File: src/isa_attr_pkg.sv
// Constants for the instruction-set attribute identification bank
package isa_attr_pkg;
  localparam int WORD_W = 32;
  localparam int FIELD_W = 4;
  localparam int FIELD_N = 8;
  localparam int WORD_N = 5;
  localparam int SEL_W = 3;

  // Coprocessor register address of the bank
  localparam logic [2:0] BANK_OPC1 = 3'h0;
  localparam logic [3:0] BANK_PRIMARY = 4'h0;
  localparam logic [3:0] BANK_SECONDARY = 4'h2;

  // Secondary opcode selections
  localparam logic [2:0] SEL_WORD_ZERO = 3'h0;
  localparam logic [2:0] SEL_WORD_ONE = 3'h1;
  localparam logic [2:0] SEL_WORD_TWO = 3'h2;
  localparam logic [2:0] SEL_WORD_THREE = 3'h3;
  localparam logic [2:0] SEL_WORD_FOUR = 3'h4;
  localparam logic [2:0] SEL_LAST_VALID = 3'h4;

  // Hard-wired attribute words, eight 4-bit fields each
  // word zero to word four fields, then the read-as-zero word
  localparam logic [31:0] ISA_ATTR_WORD_ZERO = 32'h0010_0011;
  localparam logic [31:0] ISA_ATTR_WORD_ONE = 32'h1200_2111;
  localparam logic [31:0] ISA_ATTR_WORD_TWO = 32'h1122_1011;
  localparam logic [31:0] ISA_ATTR_WORD_THREE = 32'h0110_2131;
  localparam logic [31:0] ISA_ATTR_WORD_FOUR = 32'h0000_0141;
  localparam logic [31:0] READ_AS_ZERO = 32'h0000_0000;

  // Output values held during reset
  localparam logic [31:0] RDATA_RESET = 32'h0000_0000;
  localparam logic RESP_RESET = 1'b0;

  // Cycles from an accepted request to its answer
  localparam int RESP_LATENCY = 1;

  // Outcome of one coprocessor access seen by this bank
  typedef enum logic [1:0] {
    outcome_none,
    outcome_read,
    outcome_denied,
    outcome_miss
  } outcome_t;
endpackage

File: src/isa_attr_decode.sv
// Address and permission decode of one coprocessor access
`timescale 1ns/1ps
`default_nettype none
module isa_attr_decode (
  input wire logic req_valid,
  input wire logic is_read,
  input wire logic [2:0] opc1,
  input wire logic [3:0] crn,
  input wire logic [3:0] secondary_register_number,
  input wire logic priv_mode,
  output logic hit,
  output logic grant,
  output logic deny
);
  wire logic addr_match;

  assign addr_match = (opc1 == isa_attr_pkg::BANK_OPC1) &&
                      (crn == isa_attr_pkg::BANK_PRIMARY) &&
                      (secondary_register_number == isa_attr_pkg::BANK_SECONDARY);
  assign hit = req_valid && addr_match;
  assign grant = hit && is_read && priv_mode;
  assign deny = hit && !(is_read && priv_mode);
endmodule
`default_nettype wire

File: src/isa_attr_id_regs.sv
// Top of the attribute identification bank: decode, table and registered answer
// Functional notes
// - c0/c2 read returns attribute words
// - Opcode two 0..4 selects words ascending
// - Selections 5, 6, 7 read zero
// - Reads allowed in privileged mode only
// - 32-bit words of eight 4-bit fields
// - Word zero field values fixed
// - Word one field values fixed
// - Word two field values fixed
// - Word three field values fixed
// - Word four field values fixed
`timescale 1ns/1ps
`default_nettype none
module isa_attr_id_regs (
  input wire logic mclk,
  input wire logic reset_n,
  input wire logic cp_req_valid,
  input wire logic cp_is_read,
  input wire logic [2:0] cp_opc1,
  input wire logic [3:0] cp_crn,
  input wire logic [3:0] cp_crm,
  input wire logic [2:0] cp_opc2,
  input wire logic cp_priv_mode,
  output logic cp_resp_valid,
  output logic cp_hit,
  output logic cp_undef,
  output logic [31:0] cp_rdata
);
  wire logic hit;
  wire logic grant;
  wire logic deny;
  wire logic [31:0] rom_word;
  wire logic [31:0] rdata_d;
  wire logic resp_d;
  isa_attr_pkg::outcome_t outcome_d;

  logic resp_valid_q;
  logic hit_q;
  logic undef_q;
  logic [31:0] rdata_q;
  isa_attr_pkg::outcome_t outcome_q;

  isa_attr_decode u_decode (
    .req_valid(cp_req_valid),
    .is_read(cp_is_read),
    .opc1(cp_opc1),
    .crn(cp_crn),
    .secondary_register_number(cp_crm),
    .priv_mode(cp_priv_mode),
    .hit(hit),
    .grant(grant),
    .deny(deny)
  );

  isa_attr_rom u_rom (
    .sel(cp_opc2),
    .word(rom_word)
  );

  // Every request sampled out of reset gets an answer so the pipeline never waits on this bank
  assign resp_d = cp_req_valid;
  assign rdata_d = grant ? rom_word : isa_attr_pkg::READ_AS_ZERO;
  assign outcome_d = !cp_req_valid ? isa_attr_pkg::outcome_none :
                     !hit ? isa_attr_pkg::outcome_miss :
                     grant ? isa_attr_pkg::outcome_read : isa_attr_pkg::outcome_denied;

  always_ff @(posedge mclk) begin
    if (!reset_n) begin
      resp_valid_q <= isa_attr_pkg::RESP_RESET;
      hit_q <= isa_attr_pkg::RESP_RESET;
      undef_q <= isa_attr_pkg::RESP_RESET;
      rdata_q <= isa_attr_pkg::RDATA_RESET;
      outcome_q <= isa_attr_pkg::outcome_none;
    end else begin
      resp_valid_q <= resp_d;
      hit_q <= hit;
      undef_q <= deny;
      rdata_q <= rdata_d;
      outcome_q <= outcome_d;
    end
  end

  assign cp_resp_valid = resp_valid_q;
  assign cp_hit = hit_q;
  assign cp_undef = undef_q;
  assign cp_rdata = rdata_q;

  // Access that addresses the bank, and its granted read, seen by checks only
  // Requests sampled in reset are dropped, so checks must drop them too
  wire logic chk_match;
  wire logic chk_grant;
  assign chk_match = reset_n && cp_req_valid && (cp_opc1 == 3'h0) && (cp_crn == 4'h0) &&
                     (cp_crm == 4'h2);
  assign chk_grant = chk_match && cp_is_read && cp_priv_mode;

  resp_timing_a: assert property (
    @(posedge mclk) disable iff (!reset_n)
    (reset_n && cp_req_valid) |=> cp_resp_valid
  ) else $error("request without response");

  resp_cause_a: assert property (
    @(posedge mclk) disable iff (!reset_n)
    cp_resp_valid |-> $past(cp_req_valid)
  ) else $error("response without request");

  outcome_track_a: assert property (
    @(posedge mclk) disable iff (!reset_n)
    cp_resp_valid |-> ((outcome_q == isa_attr_pkg::outcome_read) == (cp_hit && !cp_undef))
  ) else $error("outcome and flags disagree");

  bank_read_a: assert property (
    @(posedge mclk) disable iff (!reset_n)
    chk_grant |=> (cp_resp_valid && cp_hit && !cp_undef)
  ) else $error("bank read not answered as a hit");

  bank_miss_a: assert property (
    @(posedge mclk) disable iff (!reset_n)
    (reset_n && cp_req_valid && !chk_match) |=> (!cp_hit && !cp_undef && cp_rdata == 32'h0000_0000)
  ) else $error("foreign address claimed by bank");

  sel_order_a: assert property (
    @(posedge mclk) disable iff (!reset_n)
    (chk_grant && cp_opc2 == 3'h1) |=> (cp_rdata[27:24] == 4'h2 && cp_rdata[3:0] == 4'h1)
  ) else $error("selector one picked wrong word");

  sel_reserved_a: assert property (
    @(posedge mclk) disable iff (!reset_n)
    (chk_grant && cp_opc2 > 3'h4) |=> (cp_hit && cp_rdata == 32'h0000_0000)
  ) else $error("reserved selection read nonzero");

  priv_only_a: assert property (
    @(posedge mclk) disable iff (!reset_n)
    (chk_match && cp_is_read && !cp_priv_mode) |=> (cp_undef && cp_rdata == 32'h0000_0000)
  ) else $error("unprivileged read not refused");

  word_fields_a: assert property (
    @(posedge mclk) disable iff (!reset_n)
    (chk_grant && cp_opc2 == 3'h4) |=> (cp_rdata[31:16] == 16'h0000)
  ) else $error("reserved fields not zero");

  word_zero_a: assert property (
    @(posedge mclk) disable iff (!reset_n)
    (chk_grant && cp_opc2 == 3'h0) |=>
      ({cp_rdata[23:20], cp_rdata[7:4], cp_rdata[3:0]} == 12'h111 &&
       {cp_rdata[31:24], cp_rdata[19:8]} == 20'h0_0000)
  ) else $error("word zero fields wrong");

  word_one_a: assert property (
    @(posedge mclk) disable iff (!reset_n)
    (chk_grant && cp_opc2 == 3'h1) |=>
      ({cp_rdata[31:24], cp_rdata[15:12]} == 12'h122 &&
       cp_rdata[23:16] == 8'h00 && cp_rdata[11:0] == 12'h111)
  ) else $error("word one fields wrong");

  word_two_a: assert property (
    @(posedge mclk) disable iff (!reset_n)
    (chk_grant && cp_opc2 == 3'h2) |=>
      (cp_rdata[31:16] == 16'h1122 && cp_rdata[15:12] == 4'h1 &&
       cp_rdata[11:8] == 4'h0 && cp_rdata[7:0] == 8'h11)
  ) else $error("word two fields wrong");

  word_three_a: assert property (
    @(posedge mclk) disable iff (!reset_n)
    (chk_grant && cp_opc2 == 3'h3) |=>
      (cp_rdata[31:20] == 12'h011 && cp_rdata[19:16] == 4'h0 &&
       cp_rdata[15:8] == 8'h21 && cp_rdata[7:4] == 4'h3 && cp_rdata[3:0] == 4'h1)
  ) else $error("word three fields wrong");

  word_four_a: assert property (
    @(posedge mclk) disable iff (!reset_n)
    (chk_grant && cp_opc2 == 3'h4) |=>
      (cp_rdata[15:12] == 4'h0 && cp_rdata[11:8] == 4'h1 &&
       cp_rdata[7:4] == 4'h4 && cp_rdata[3:0] == 4'h1)
  ) else $error("word four fields wrong");

  write_refused_a: assert property (
    @(posedge mclk) disable iff (!reset_n)
    (chk_match && !cp_is_read) |=> (cp_hit && cp_undef && cp_rdata == 32'h0000_0000)
  ) else $error("write to constant bank not refused");

  read_stable_a: assert property (
    @(posedge mclk) disable iff (!reset_n)
    (chk_grant ##1 (chk_grant && cp_opc2 == $past(cp_opc2))) |=>
      (cp_rdata == $past(cp_rdata))
  ) else $error("constant word changed between reads");

  reset_quiet_a: assert property (
    @(posedge mclk)
    !reset_n |=> (!cp_resp_valid && !cp_hit && !cp_undef && cp_rdata == 32'h0000_0000)
  ) else $error("outputs not cleared by reset");

  hit_resp_a: assert property (
    @(posedge mclk) disable iff (!reset_n)
    cp_hit |->
      cp_resp_valid
  ) else $error("hit flag without response");

  undef_hit_a: assert property (
    @(posedge mclk) disable iff (!reset_n)
    cp_undef |->
      (cp_hit && cp_resp_valid)
  ) else $error("refusal flag without bank hit");

  data_grant_a: assert property (
    @(posedge mclk) disable iff (!reset_n)
    !(cp_resp_valid && cp_hit && !cp_undef) |->
      (cp_rdata == 32'h0000_0000)
  ) else $error("read data shown without granted read");

  idle_quiet_a: assert property (
    @(posedge mclk) disable iff (!reset_n)
    (reset_n && !cp_req_valid) |=>
      (!cp_resp_valid && !cp_hit && !cp_undef)
  ) else $error("answer without request");

  user_write_a: assert property (
    @(posedge mclk) disable iff (!reset_n)
    (chk_match && !cp_is_read && !cp_priv_mode) |=>
      (cp_hit && cp_undef && cp_rdata == 32'h0000_0000)
  ) else $error("unprivileged write not refused");

  user_reserved_a: assert property (
    @(posedge mclk) disable iff (!reset_n)
    (chk_match && cp_is_read && !cp_priv_mode && cp_opc2 > 3'h4) |=>
      (cp_undef && cp_rdata == 32'h0000_0000)
  ) else $error("unprivileged reserved read not refused");

  low_field_a: assert property (
    @(posedge mclk) disable iff (!reset_n)
    (chk_grant && cp_opc2 <= 3'h4) |=>
      (cp_rdata[3:0] == 4'h1)
  ) else $error("defined word lowest field wrong");

  zero_top_a: assert property (
    @(posedge mclk) disable iff (!reset_n)
    (chk_grant && cp_opc2 == 3'h0) |=>
      (cp_rdata[31:28] == 4'h0)
  ) else $error("reserved field of word zero not zero");

  denied_flags_a: assert property (
    @(posedge mclk) disable iff (!reset_n)
    (outcome_q == isa_attr_pkg::outcome_denied) |->
      (cp_hit && cp_undef && cp_rdata == 32'h0000_0000)
  ) else $error("denied access shows wrong flags");

  miss_flags_a: assert property (
    @(posedge mclk) disable iff (!reset_n)
    (outcome_q == isa_attr_pkg::outcome_miss) |->
      (cp_resp_valid && !cp_hit && !cp_undef)
  ) else $error("foreign access shows wrong flags");

  none_flags_a: assert property (
    @(posedge mclk) disable iff (!reset_n)
    (outcome_q == isa_attr_pkg::outcome_none) |->
      !cp_resp_valid
  ) else $error("response shown for idle cycle");

  read_flags_a: assert property (
    @(posedge mclk) disable iff (!reset_n)
    (outcome_q == isa_attr_pkg::outcome_read) |->
      (cp_resp_valid && cp_hit && !cp_undef)
  ) else $error("granted read shows wrong flags");

  user_any_a: assert property (
    @(posedge mclk) disable iff (!reset_n)
    (chk_match && !cp_priv_mode) |=>
      cp_undef
  ) else $error("unprivileged access not refused");

  reset_keep_a: assert property (
    @(posedge mclk)
    (!reset_n ##1 (chk_grant && cp_opc2 == 3'h4)) |=>
      (cp_rdata == 32'h0000_0141)
  ) else $error("word changed across reset");
endmodule
`default_nettype wire

File: src/isa_attr_rom.sv
// Constant table of the five attribute words with read-as-zero holes
`timescale 1ns/1ps
`default_nettype none
module isa_attr_rom (
  input wire logic [2:0] sel,
  output logic [31:0] word
);
  localparam logic [31:0] TABLE [isa_attr_pkg::WORD_N] = '{
    isa_attr_pkg::ISA_ATTR_WORD_ZERO,
    isa_attr_pkg::ISA_ATTR_WORD_ONE,
    isa_attr_pkg::ISA_ATTR_WORD_TWO,
    isa_attr_pkg::ISA_ATTR_WORD_THREE,
    isa_attr_pkg::ISA_ATTR_WORD_FOUR
  };

  wire logic sel_valid;
  assign sel_valid = (sel <= isa_attr_pkg::SEL_LAST_VALID);

  genvar f;
  generate
    for (f = 0; f < isa_attr_pkg::FIELD_N; f = f + 1) begin : g_field
      wire logic [3:0] nib;
      assign nib = sel_valid ? TABLE[sel][f*isa_attr_pkg::FIELD_W +: isa_attr_pkg::FIELD_W]
                             : 4'h0;
      assign word[f*isa_attr_pkg::FIELD_W +: isa_attr_pkg::FIELD_W] = nib;
    end
  endgenerate
endmodule
`default_nettype wire

File: config.mk
export PLATFORM = sky130hd
export DESIGN_NAME = isa_attr_id_regs
export DESIGN_NICKNAME = d
export VERILOG_FILES = /design/src/isa_attr_pkg.sv /design/src/isa_attr_decode.sv /design/src/isa_attr_id_regs.sv /design/src/isa_attr_rom.sv
export SDC_FILE = /design/constraint.sdc
export NUM_CORES = 1
export LEC_CHECK = 0
export BUFFER_PORTS_ARGS = -buffer_cell sky130_fd_sc_hd__buf_4
export CORE_UTILIZATION = 31
export CTS_CLUSTER_SIZE = 40
export DETAILED_ROUTE_END_ITERATION = 10
export SYNTH_ARGS = -nofsm -noshare
export SYNTH_HDL_FRONTEND = slang
export SYNTH_HIERARCHICAL = 1
export SYNTH_SLANG_ARGS = --single-unit
File: constraint.sdc
create_clock -name mclk -period 5 [get_ports mclk]
set_clock_uncertainty 0.05 [all_clocks]
set_input_delay 0.5 -clock mclk [delete_from_list [all_inputs] [get_ports mclk]]
set_output_delay 0.5 -clock mclk [all_outputs]
set_load 0.05 [all_outputs]
Word-level counts from Yosys, hierarchy flattened

Memories as Yosys holds them, arrays and structs flattened. A register that Yosys moved wholly into a read port is not among the register bits.
Cells that the tools add are included.

Register bits: 3
Memory bits (read-only): 256
Output and inout bits: 35
Word-level logic and storage cells: 19
Memories kept: 1

Memory list:

| name             | depth | width | rd ports | clocked after Yosys merged registers in | wr ports | line               | text |
|---|---|---|---|---|---|---|---|
| (name not given) | 8     | 32    | 1        | 1                                       | 0        | isa_attr_rom.sv:23 | `assign nib = sel_valid ? TABLE[sel][f*isa_attr_pkg::FIELD_W +: isa_attr_pkg::FIELD_W]` |

Order comparisons: 1
Equal/unequal tests: 1
Bitwise operators: 1
Reductions and logical operators: 12

Operators by type and width:

| cell               | count |
|---|---|
| $logic_and 1x1->1  | 7 |
| $eq 4x2->1 const B | 1 |
| $logic_not 4->1    | 1 |
| $not 3->4          | 1 |
| $le 3x3->1 const B | 1 |
| $logic_not 3->1    | 1 |
| $reduce_and 3->1   | 1 |
| $logic_not 1->1    | 2 |

Logic depth before layout (Yosys ltp)

Gate-level depths: netlist of the first run.

Word-level depth: 8
Mapped depth: 5

Hierarchy

The synthesis of the first run kept the hierarchy.

By module, submodules not included:

| module           | instances | cells each | area an instance (µm²) |
|---|---|---|---|
| isa_attr_id_regs | 1         | 76         | 979.7 |
| isa_attr_rom     | 1         | 41         | 302.8 |
| isa_attr_decode  | 1         | 7          | 63.8 |

Least setup slack after synthesis of the first run

No wires, ideal clock.

Path kind: input port to flip-flop
Start: in cp_crm[3]
End: reg rdata_q[12], in the netlist cp_rdata[12]
Library setup time: 0.059 ns
Arrival time: 1.861 ns
Required time: 4.891 ns
Path slack: 3.030 ns
Stages: 4
Path buffers: 1
Cells stage by stage: or4b_1 -> nor4_2 -> clkbuf_1 -> and3_2

Word-level cells in the longest chain between the ends: 7

Ends and longest elaborated chain:

| element                           | line                   | text |
|---|---|---|
| start: declaration                | isa_attr_id_regs.sv:22 | `input wire logic [3:0] cp_crm,` |
| $eq 4x2->1                        | isa_attr_decode.sv:19  | `(secondary_register_number == isa_attr_pkg::BANK_SECONDARY);` |
| $logic_and 1x1->1                 | isa_attr_decode.sv:18  | `(crn == isa_attr_pkg::BANK_PRIMARY) &&` |
| $logic_and 1x1->1                 | isa_attr_decode.sv:20  | `assign hit = req_valid && addr_match;` |
| $logic_and 1x1->1 (2 in a row)    | isa_attr_decode.sv:21  | `assign grant = hit && is_read && priv_mode;` |
| net grant                         | isa_attr_id_regs.sv:31 | `wire logic grant;` |
| $reduce_and 3->1 (no source line) | --                     |  |
| $logic_not 1->1 (no source line)  | --                     |  |
| end: declaration                  | isa_attr_id_regs.sv:41 | `logic [31:0] rdata_q;` |

The timed path passes the listed nets, and every way through them passes these cells.
A chain may end at the register's enable or synchronous reset.

Final worst setup path of the first run

Start: in cp_crm[3]
End: reg rdata_q[13], in the netlist cp_rdata[13]

Same word-level chain as after synthesis.

==> results of run 1 <==
[worst max-delay path by stage]
| stage | start | endpoint | slack, ps | depth (start not counted) |
|---|---|---|---|---|
| floorplan | cp_crm[3] | cp_rdata[12] | 3030 | 4 |
| global placement | cp_crm[3] | cp_rdata[21] | 2420 | 4 |
| detailed placement | cp_crm[3] | cp_rdata[13] | 2280 | 4 |
| CTS | cp_crm[3] | cp_rdata[0] | 2560 | 4 |
| global route | cp_crm[3] | cp_rdata[13] | 2380 | 4 |
| finish | cp_crm[3] | cp_rdata[13] | 2610 | 4 |
[worst max-delay path: cells and delay by family]
kind,cells,cell delay (ps)
and+or+nand+nor,3,1930
buffers and inverters,1,110
[power by group through the flow]
stage	combinational (W)	sequential (W)	clock [W]
3_5_place_dp	0.0000269	0.000286	0
5_1_grt	0.0000300	0.000279	0.000202
3_3_place_gp	0.0000259	0.000286	0
2_1_floorplan	0.0000235	0.000287	0
4_1_cts	0.0000269	0.000279	0.000192
6_report	0.0000269	0.000279	0.000185
[registers in the layout, summed over array words and instances (netlist names)]
signal / flops
cp_rdata: 32
cp_resp_valid: 1
cp_undef: 1
cp_hit: 1
[Yosys cell counts]
| cell | number |
|---|---|
| sky130_fd_sc_hd__and2_1 | 4 |
| sky130_fd_sc_hd__nor2b_1 | 6 |
| sky130_fd_sc_hd__buf_2 | 2 |
| sky130_fd_sc_hd__nand2b_1 | 1 |
| sky130_fd_sc_hd__ha_1 | 4 |
| sky130_fd_sc_hd__or4_1 | 1 |
| sky130_fd_sc_hd__buf_4 | 23 |
| sky130_fd_sc_hd__nor3_1 | 1 |
| sky130_fd_sc_hd__and3_1 | 7 |
| sky130_fd_sc_hd__conb_1 | 1 |
| sky130_fd_sc_hd__dfxtp_1 | 35 |
| sky130_fd_sc_hd__nor4b_2 | 1 |
| sky130_fd_sc_hd__clkbuf_1 | 1 |
| sky130_fd_sc_hd__nand2_1 | 1 |
| sky130_fd_sc_hd__and3_2 | 25 |
| sky130_fd_sc_hd__or4b_1 | 2 |
| sky130_fd_sc_hd__nor4_2 | 1 |
| sky130_fd_sc_hd__nor2_1 | 1 |
| sky130_fd_sc_hd__inv_1 | 3 |
| sky130_fd_sc_hd__mux2_2 | 1 |
| sky130_fd_sc_hd__clkbuf_2 | 3 |
[routing by layer]
layer | vias to the layer above | routed length, microns
met5 | - | 0
met4 | 0 | 57
met3 | 5 | 153
met2 | 28 | 1210
met1 | 392 | 896
li1 | 462 | -
[through the flow]
| step | utilization [%] | total power, W |
|---|---|---|
| finish | 43.1 | 0.000492 |
| global route | 43.1 | 0.000511 |
| CTS | 43.1 | 0.000498 |
| detailed placement | 41.2 | 0.000312 |
| global placement | 41.2 | 0.000311 |
| floorplan | - | 0.000311 |
[layout make-up]
type                       instances  area [sq um]  area share (%)
sequential                        35           701            39.7
multi-input combinational         75           509            28.9
timing repair buffer              53           398            22.6
clock buffer                       7          76.3            4.33
tap                               50          62.6            3.55
inverter                           3          11.3           0.639
clock inverter                     1          5.00           0.284
[logic make-up (layout without fill, tap and decap cells)]
kind of cell	count (synthesis)	after routing	synth area share, %
buffers and inverters	32	64	15.8
multiplexers	1	1	0.836
flip-flops	35	35	52.0
adder cells (fa/ha/maj)	4	4	3.72
other	1	19	0.279
AND/OR/NAND/NOR	51	51	27.3
==> run_results.csv, run 1 <==
group,metric,value,unit
critical_path,worstPathArrival,2550,ps
sta,fin_crit,2390,ps
placed_design,preCtsSetupSlack,2280,ps
drt,post_drt_via_cell_ratio,3.96,
critical_path,critical_path.startpoint_type,"input port",
layout,layout.cells.most_common,"sky130_fd_sc_hd__buf_4",
sta,hold-worst-slack,389,ps
global_route,grt_first_pass_wirelength,3.41,mm
sta,rsz0062_at_grt,"false",
sta,max-slew-margin-rel,28.1,%
job,cap_viol_max_count,0,
pwr,power_density,279,mW/mm^2
sta,maxClockFrequency,418,MHz
placed_design,place.gp.congestion,0.581,
clock_network,post_cts.repair.setup_buffers,0,
pwr,net-switching-power,0.000101,W
global_route,grt_start_max_net_pins,36,
pwr,power.switching_fraction,20.6,%
drt,drcViolationCount,0,
synthesis,synthDistinctLibCells,21,
clock_network,post_cts.resized_instances,0,
global_route,track_usage,10.5,%
layout,nets,196,
synthesis,seq_total_area_yosys,52.0,%
clock_network,cts_tree,"built",
die,start_util,32.9,%
critical_path,crit_path_cell_trace,"buf_4, or4b_1, nor4_4, and3_2",
pwr,power.static_leakage,0.944,nW
clock_network,cts-root-to-sink-buffers,2,
sta,final-setup-viol-count,0,
synthesis,yosys_register_bits,35,
global_route,grt-ovfl-total,0,
clock_network,cts_buffers,5,
placed_design,hpwl_after_detailed_placement,1.66,mm
clock_network,cts_hold_buf,0,
die,core-area,0.00409,sq mm
layout,antenna_cells_inserted,0,
clock_network,clock_sink_count,35,
pwr,ir_worst_vdd,0.0862,mV
drt,routedWlPerCell,10.3,microns
critical_path,critPathCaptureType,"flip-flop",
layout,fill_cells,413,
sta,hold_viol,0,
layout,fin_area,0.00176,sq mm
sta,setup_tns,0,ps
sta,timing.final.ws_setup,2610,ps
layout,area_delta_synth_final,30.9,%
worst_hold_path,worst_hold_depth,2,
pwr,power.share.sequential,56.8,%
worst_hold_path,min_path_type,"input port to flip-flop",
global_route,grt.met3_usage,4.00,%
status,run_status,"completed",
placed_design,port_buffers,53,
worst_hold_path,holdCritStartpoint,"cp_req_valid",
critical_path,critPathMaxStageDelay,970,ps
drt,via_count,887,
placed_design,number_of_cells_after_detailed_placement,216,
critical_path,worst-endpoint-required,5160,ps
global_route,met1_usage,9.96,%
global_route,first_global_vias,806,
sta,final_max_slew_viol_count,0,
synthesis,synth_warn,6,
global_route,initial_antenna_violation_count,0,
die,row_count,23,
synthesis,post-synth-top-area-cell,"sky130_fd_sc_hd__dfxtp_1",
critical_path,timing.setup.critical_path_class,"input port to flip-flop",
die,fp.dieArea,0.00461,sq mm
global_route,globalRoute.busiestLayer,"met2",
clock_network,cts.htree.levels,2,
die,num_io_pins,54,
synthesis,yosysTopAreaCellShare,52.0,%
drt,drt_pre_antenna_iters,4,
die,die_h,67.9,microns
critical_path,critical_path.max_fanout,32,
pwr,power_frac_clock,37.7,%
pwr,internal_power,0.000390,W
drt,first_iter_violations,33,
drt,ant_nets,0,
drt,postRouteWirelength,2.32,mm
clock_network,cts_clk_pin_slew_worst_paths,60,ps
synthesis,yosys-top-cells-area,"sky130_fd_sc_hd__dfxtp_1 (52%), sky130_fd_sc_hd__and3_2 (14%), sky130_fd_sc_hd__buf_4 (13%)",
synthesis,synth.avg_cell_area,10.9,sq um
critical_path,critPathSlowestCell,"sky130_fd_sc_hd__nor4_4",
global_route,use_met2,18.6,%
synthesis,synthCells,124,
die,fp.dieW,67.9,microns
sta,final_min_period_over_clock_period,47.8,%
layout,stdcell_count,224,
layout,drive_gt1_share,50.0,%
sta,max_slew.worst_pin.slew,1070,ps
worst_hold_path,timing.hold.worst_endpoint,"cp_resp_valid",
placed_design,placement.cell_area,0.00168,sq mm
clock_network,clock_tree.root_cell,"sky130_fd_sc_hd__clkbuf_8",
synthesis,synthesis.area,0.00135,sq mm
layout,layout_common_cells,"sky130_fd_sc_hd__buf_4 (53), sky130_fd_sc_hd__dfxtp_1 (35), sky130_fd_sc_hd__and3_2 (25)",
pwr,pwr-share-comb,5.5,%
Note: power is estimated with default switching activity, not from simulation.
==> run 2, diff against run 1 <==
--- a/config.mk
+++ b/config.mk
@@ -5,6 +5,7 @@
 export SDC_FILE = /design/constraint.sdc
 export NUM_CORES = 1
 export LEC_CHECK = 0
+export ABC_AREA = 1
 export BUFFER_PORTS_ARGS = -buffer_cell sky130_fd_sc_hd__buf_4
 export CORE_UTILIZATION = 31
 export CTS_CLUSTER_SIZE = 40
==> constraint.sdc (replaced) <==
create_clock -name mclk -period 2.3 [get_ports mclk]
set_clock_uncertainty 0.05 [all_clocks]
set_input_delay 0.23 -clock mclk [delete_from_list [all_inputs] [get_ports mclk]]
set_output_delay 0.23 -clock mclk [all_outputs]
set_load 0.05 [all_outputs]
==> run 2 against run 1 <==
  * Synthesized cell count is 47% higher
  * Wire length is 11% lower
  * Synthesized area is 4.8% higher
  * Via count is 12% higher
  * Non-clock buffer count stayed put
  * Critical endpoint is now cp_rdata[17]
  * Largest power group unchanged
==> run_results.csv, run 2 <==
group,metric,value,unit
sta,timing.final.ws_setup,1140,ps
clock_network,cts_hold_buf,0,
synthesis,yosys.area_share.adder,3.55,%
clock_network,clock_sink_count,35,
clock_network,cts_clk_pin_slew_worst_paths,70,ps
synthesis,synthCells,182,
drt,first_iter_violations,34,
job,cap_viol_max_count,0,
worst_hold_path,min_path_type,"input port to flip-flop",
synthesis,synthesis.area,0.00141,sq mm
clock_network,cts_tree,"built",
critical_path,timing.setup.critical_path_class,"input port to flip-flop",
die,fp.dieArea,0.00483,sq mm
synthesis,synth-xor-area-share,0,%
synthesis,yosys-top-cells-area,"sky130_fd_sc_hd__dfxtp_1 (50%), sky130_fd_sc_hd__inv_1 (15%), sky130_fd_sc_hd__buf_4 (12%)",
placed_design,port_buffers,53,
synthesis,largest_family_of_logic_cells_by_synthesized_area,"buffers and inverters",
sta,max-slew-margin-rel,61.1,%
placed_design,hpwl_after_detailed_placement,1.53,mm
synthesis,synth.most_common_cell,"sky130_fd_sc_hd__inv_1",
synthesis,seq_total_area_yosys,49.6,%
sta,final_max_slew_viol_count,0,
synthesis,synthDistinctLibCells,12,
global_route,track_usage,9.87,%
placed_design,placement.cell_area,0.00173,sq mm
synthesis,synth.avg_cell_area,7.75,sq um
synthesis,multiplexer_fraction_of_the_synthesized_cell_area,0,%
drt,via_count,994,
global_route,grt-ovfl-total,0,
layout,fin_area,0.00183,sq mm
clock_network,clock_tree.root_cell,"sky130_fd_sc_hd__clkbuf_8",
die,die_h,69.5,microns
clock_network,post_cts.resized_instances,0,
sta,rsz0062_at_grt,"false",
critical_path,critical_path.max_fanout,32,
clock_network,cts_buffers,5,
critical_path,critPathCaptureType,"flip-flop",
critical_path,critical_path.startpoint_type,"input port",
layout,drive_gt1_share,27.7,%
critical_path,worstPathArrival,1320,ps
sta,final-setup-viol-count,0,
drt,drt_pre_antenna_iters,4,
clock_network,cts-root-to-sink-buffers,2,
die,start_util,32.4,%
synthesis,ys_async_sr_fraction,0,%
placed_design,place.gp.congestion,0.666,
status,run_status,"completed",
global_route,grt_start_max_net_pins,33,
synthesis,synth-simple-area-share,16.5,%
synthesis,synth_warn,6,
sta,setup_tns,0,ps
pwr,power_density,630,mW/mm^2
synthesis,yosysTopAreaCellShare,49.6,%
synthesis,synth_edf_count,0,
sta,final_min_period_over_clock_period,50.5,%
layout,area_delta_synth_final,29.8,%
synthesis,synth-compound-area-share,0,%
synthesis,yosys_most_used_dff,"sky130_fd_sc_hd__dfxtp_1",
drt,routedWlPerCell,7.21,microns
layout,nets,257,
synthesis,yosys_register_bits,35,
global_route,first_global_vias,867,
layout,flip_flop_count_of_the_largest_register_all_copies_and_words_added,32,
sta,hold_viol,0,
drt,drcViolationCount,0,
clock_network,cts.htree.levels,2,
synthesis,post-synth-top-area-cell,"sky130_fd_sc_hd__dfxtp_1",
die,fp.dieW,69.5,microns
sta,fin_crit,1160,ps
drt,ant_nets,0,
pwr,power.static_leakage,1.00,nW
layout,layout_common_cells,"sky130_fd_sc_hd__inv_1 (56), sky130_fd_sc_hd__buf_4 (53), sky130_fd_sc_hd__nor2_1 (41)",
layout,layout.cells.most_common,"sky130_fd_sc_hd__inv_1",
layout,antenna_cells_inserted,0,
synthesis,synth.top_cells.by_count,"sky130_fd_sc_hd__inv_1 (56), sky130_fd_sc_hd__nor2_1 (41), sky130_fd_sc_hd__dfxtp_1 (35)",
global_route,initial_antenna_violation_count,0,
pwr,ir_worst_vdd,0.173,mV
sta,maxClockFrequency,861,MHz
die,num_io_pins,54,
die,core-area,0.00435,sq mm
placed_design,preCtsSetupSlack,782,ps
critical_path,worst-endpoint-required,2460,ps
die,row_count,24,
drt,postRouteWirelength,2.07,mm
sta,max_slew.worst_pin.slew,582,ps
clock_network,post_cts.repair.setup_buffers,0,
global_route,grt_first_pass_wirelength,3.60,mm
drt,post_drt_via_cell_ratio,3.46,
run 2: cell count changes after synthesis, sizes merged, moves of 2 or more:
| cell | previous run | this run |
|---|---|---|
| inv | 3 | 57 |
| nand2 | 1 | 15 |
| nor2 | 1 | 43 |
| and3 | 32 | 0 |
| and2 | 4 | 0 |
| clkbuf | 4 | 0 |
| nor2b | 6 | 0 |
| or4b | 2 | 0 |
run 2: worst paths after layout:
kind	endpoint	cells past startpoint	slack, ps	start
worst min-delay path	cp_resp_valid	3	80	cp_req_valid
worst max-delay path	cp_rdata[17]	8	1140	cp_opc1[2]
run 2: metal layers:
metal | up-vias | global-route usage, % | routed length [microns]
met4 | 0 | 7.48 | 44
met3 | 5 | 4.94 | 218
met5 | - | 0 | 0
met2 | 40 | 15.3 | 1010
met1 | 400 | 10.1 | 801
li1 | 549 | - | -
run 2: critical path, stage by stage:
cell and delay [ps]:
sky130_fd_sc_hd__buf_4 100, sky130_fd_sc_hd__inv_1 40, sky130_fd_sc_hd__nand2_1 40, sky130_fd_sc_hd__nor2_1 90, sky130_fd_sc_hd__nand3_1 120, sky130_fd_sc_hd__nor2_1 130
sky130_fd_sc_hd__nand2_2 340, sky130_fd_sc_hd__nor2_1 210
run 2: logic make-up after synthesis:
family | count (synthesis)
other | 1
buffers and inverters | 83
AND/OR/NAND/NOR | 59
adder cells (fa/ha/maj) | 4
flip-flops | 35
run 2: layout make-up:
| type | count | area (sq um) |
|---|---|---|
| tap | 52 | 65.1 |
| fill | 478 | 2520 |
| timing repair buffer | 53 | 398 |
| clock buffer | 8 | 100 |
| sequential | 35 | 701 |
| inverter | 57 | 214 |
| multi-input combinational | 82 | 354 |
run 2: through the flow:
stage	util (%)	instances	power (W)	hold slack, ps
final	42.1	287	0.00115	82.9
after global routing	42.1	287	0.00122	94.9
after CTS	42.1	287	0.00117	73.5
after detailed placement	39.8	279	0.000690	377
after global placement	39.8	279	0.000689	377
after floorplan	-	200	0.000687	273
run 2: power breakdown:
part	total [W]	switching, W	internal (W)
clock	0.000477	0.000204	0.000273
combinational	0.0000688	0.0000351	0.0000337
sequential	0.000607	0.000000191	0.000607
total	0.00115	0.000240	0.000914
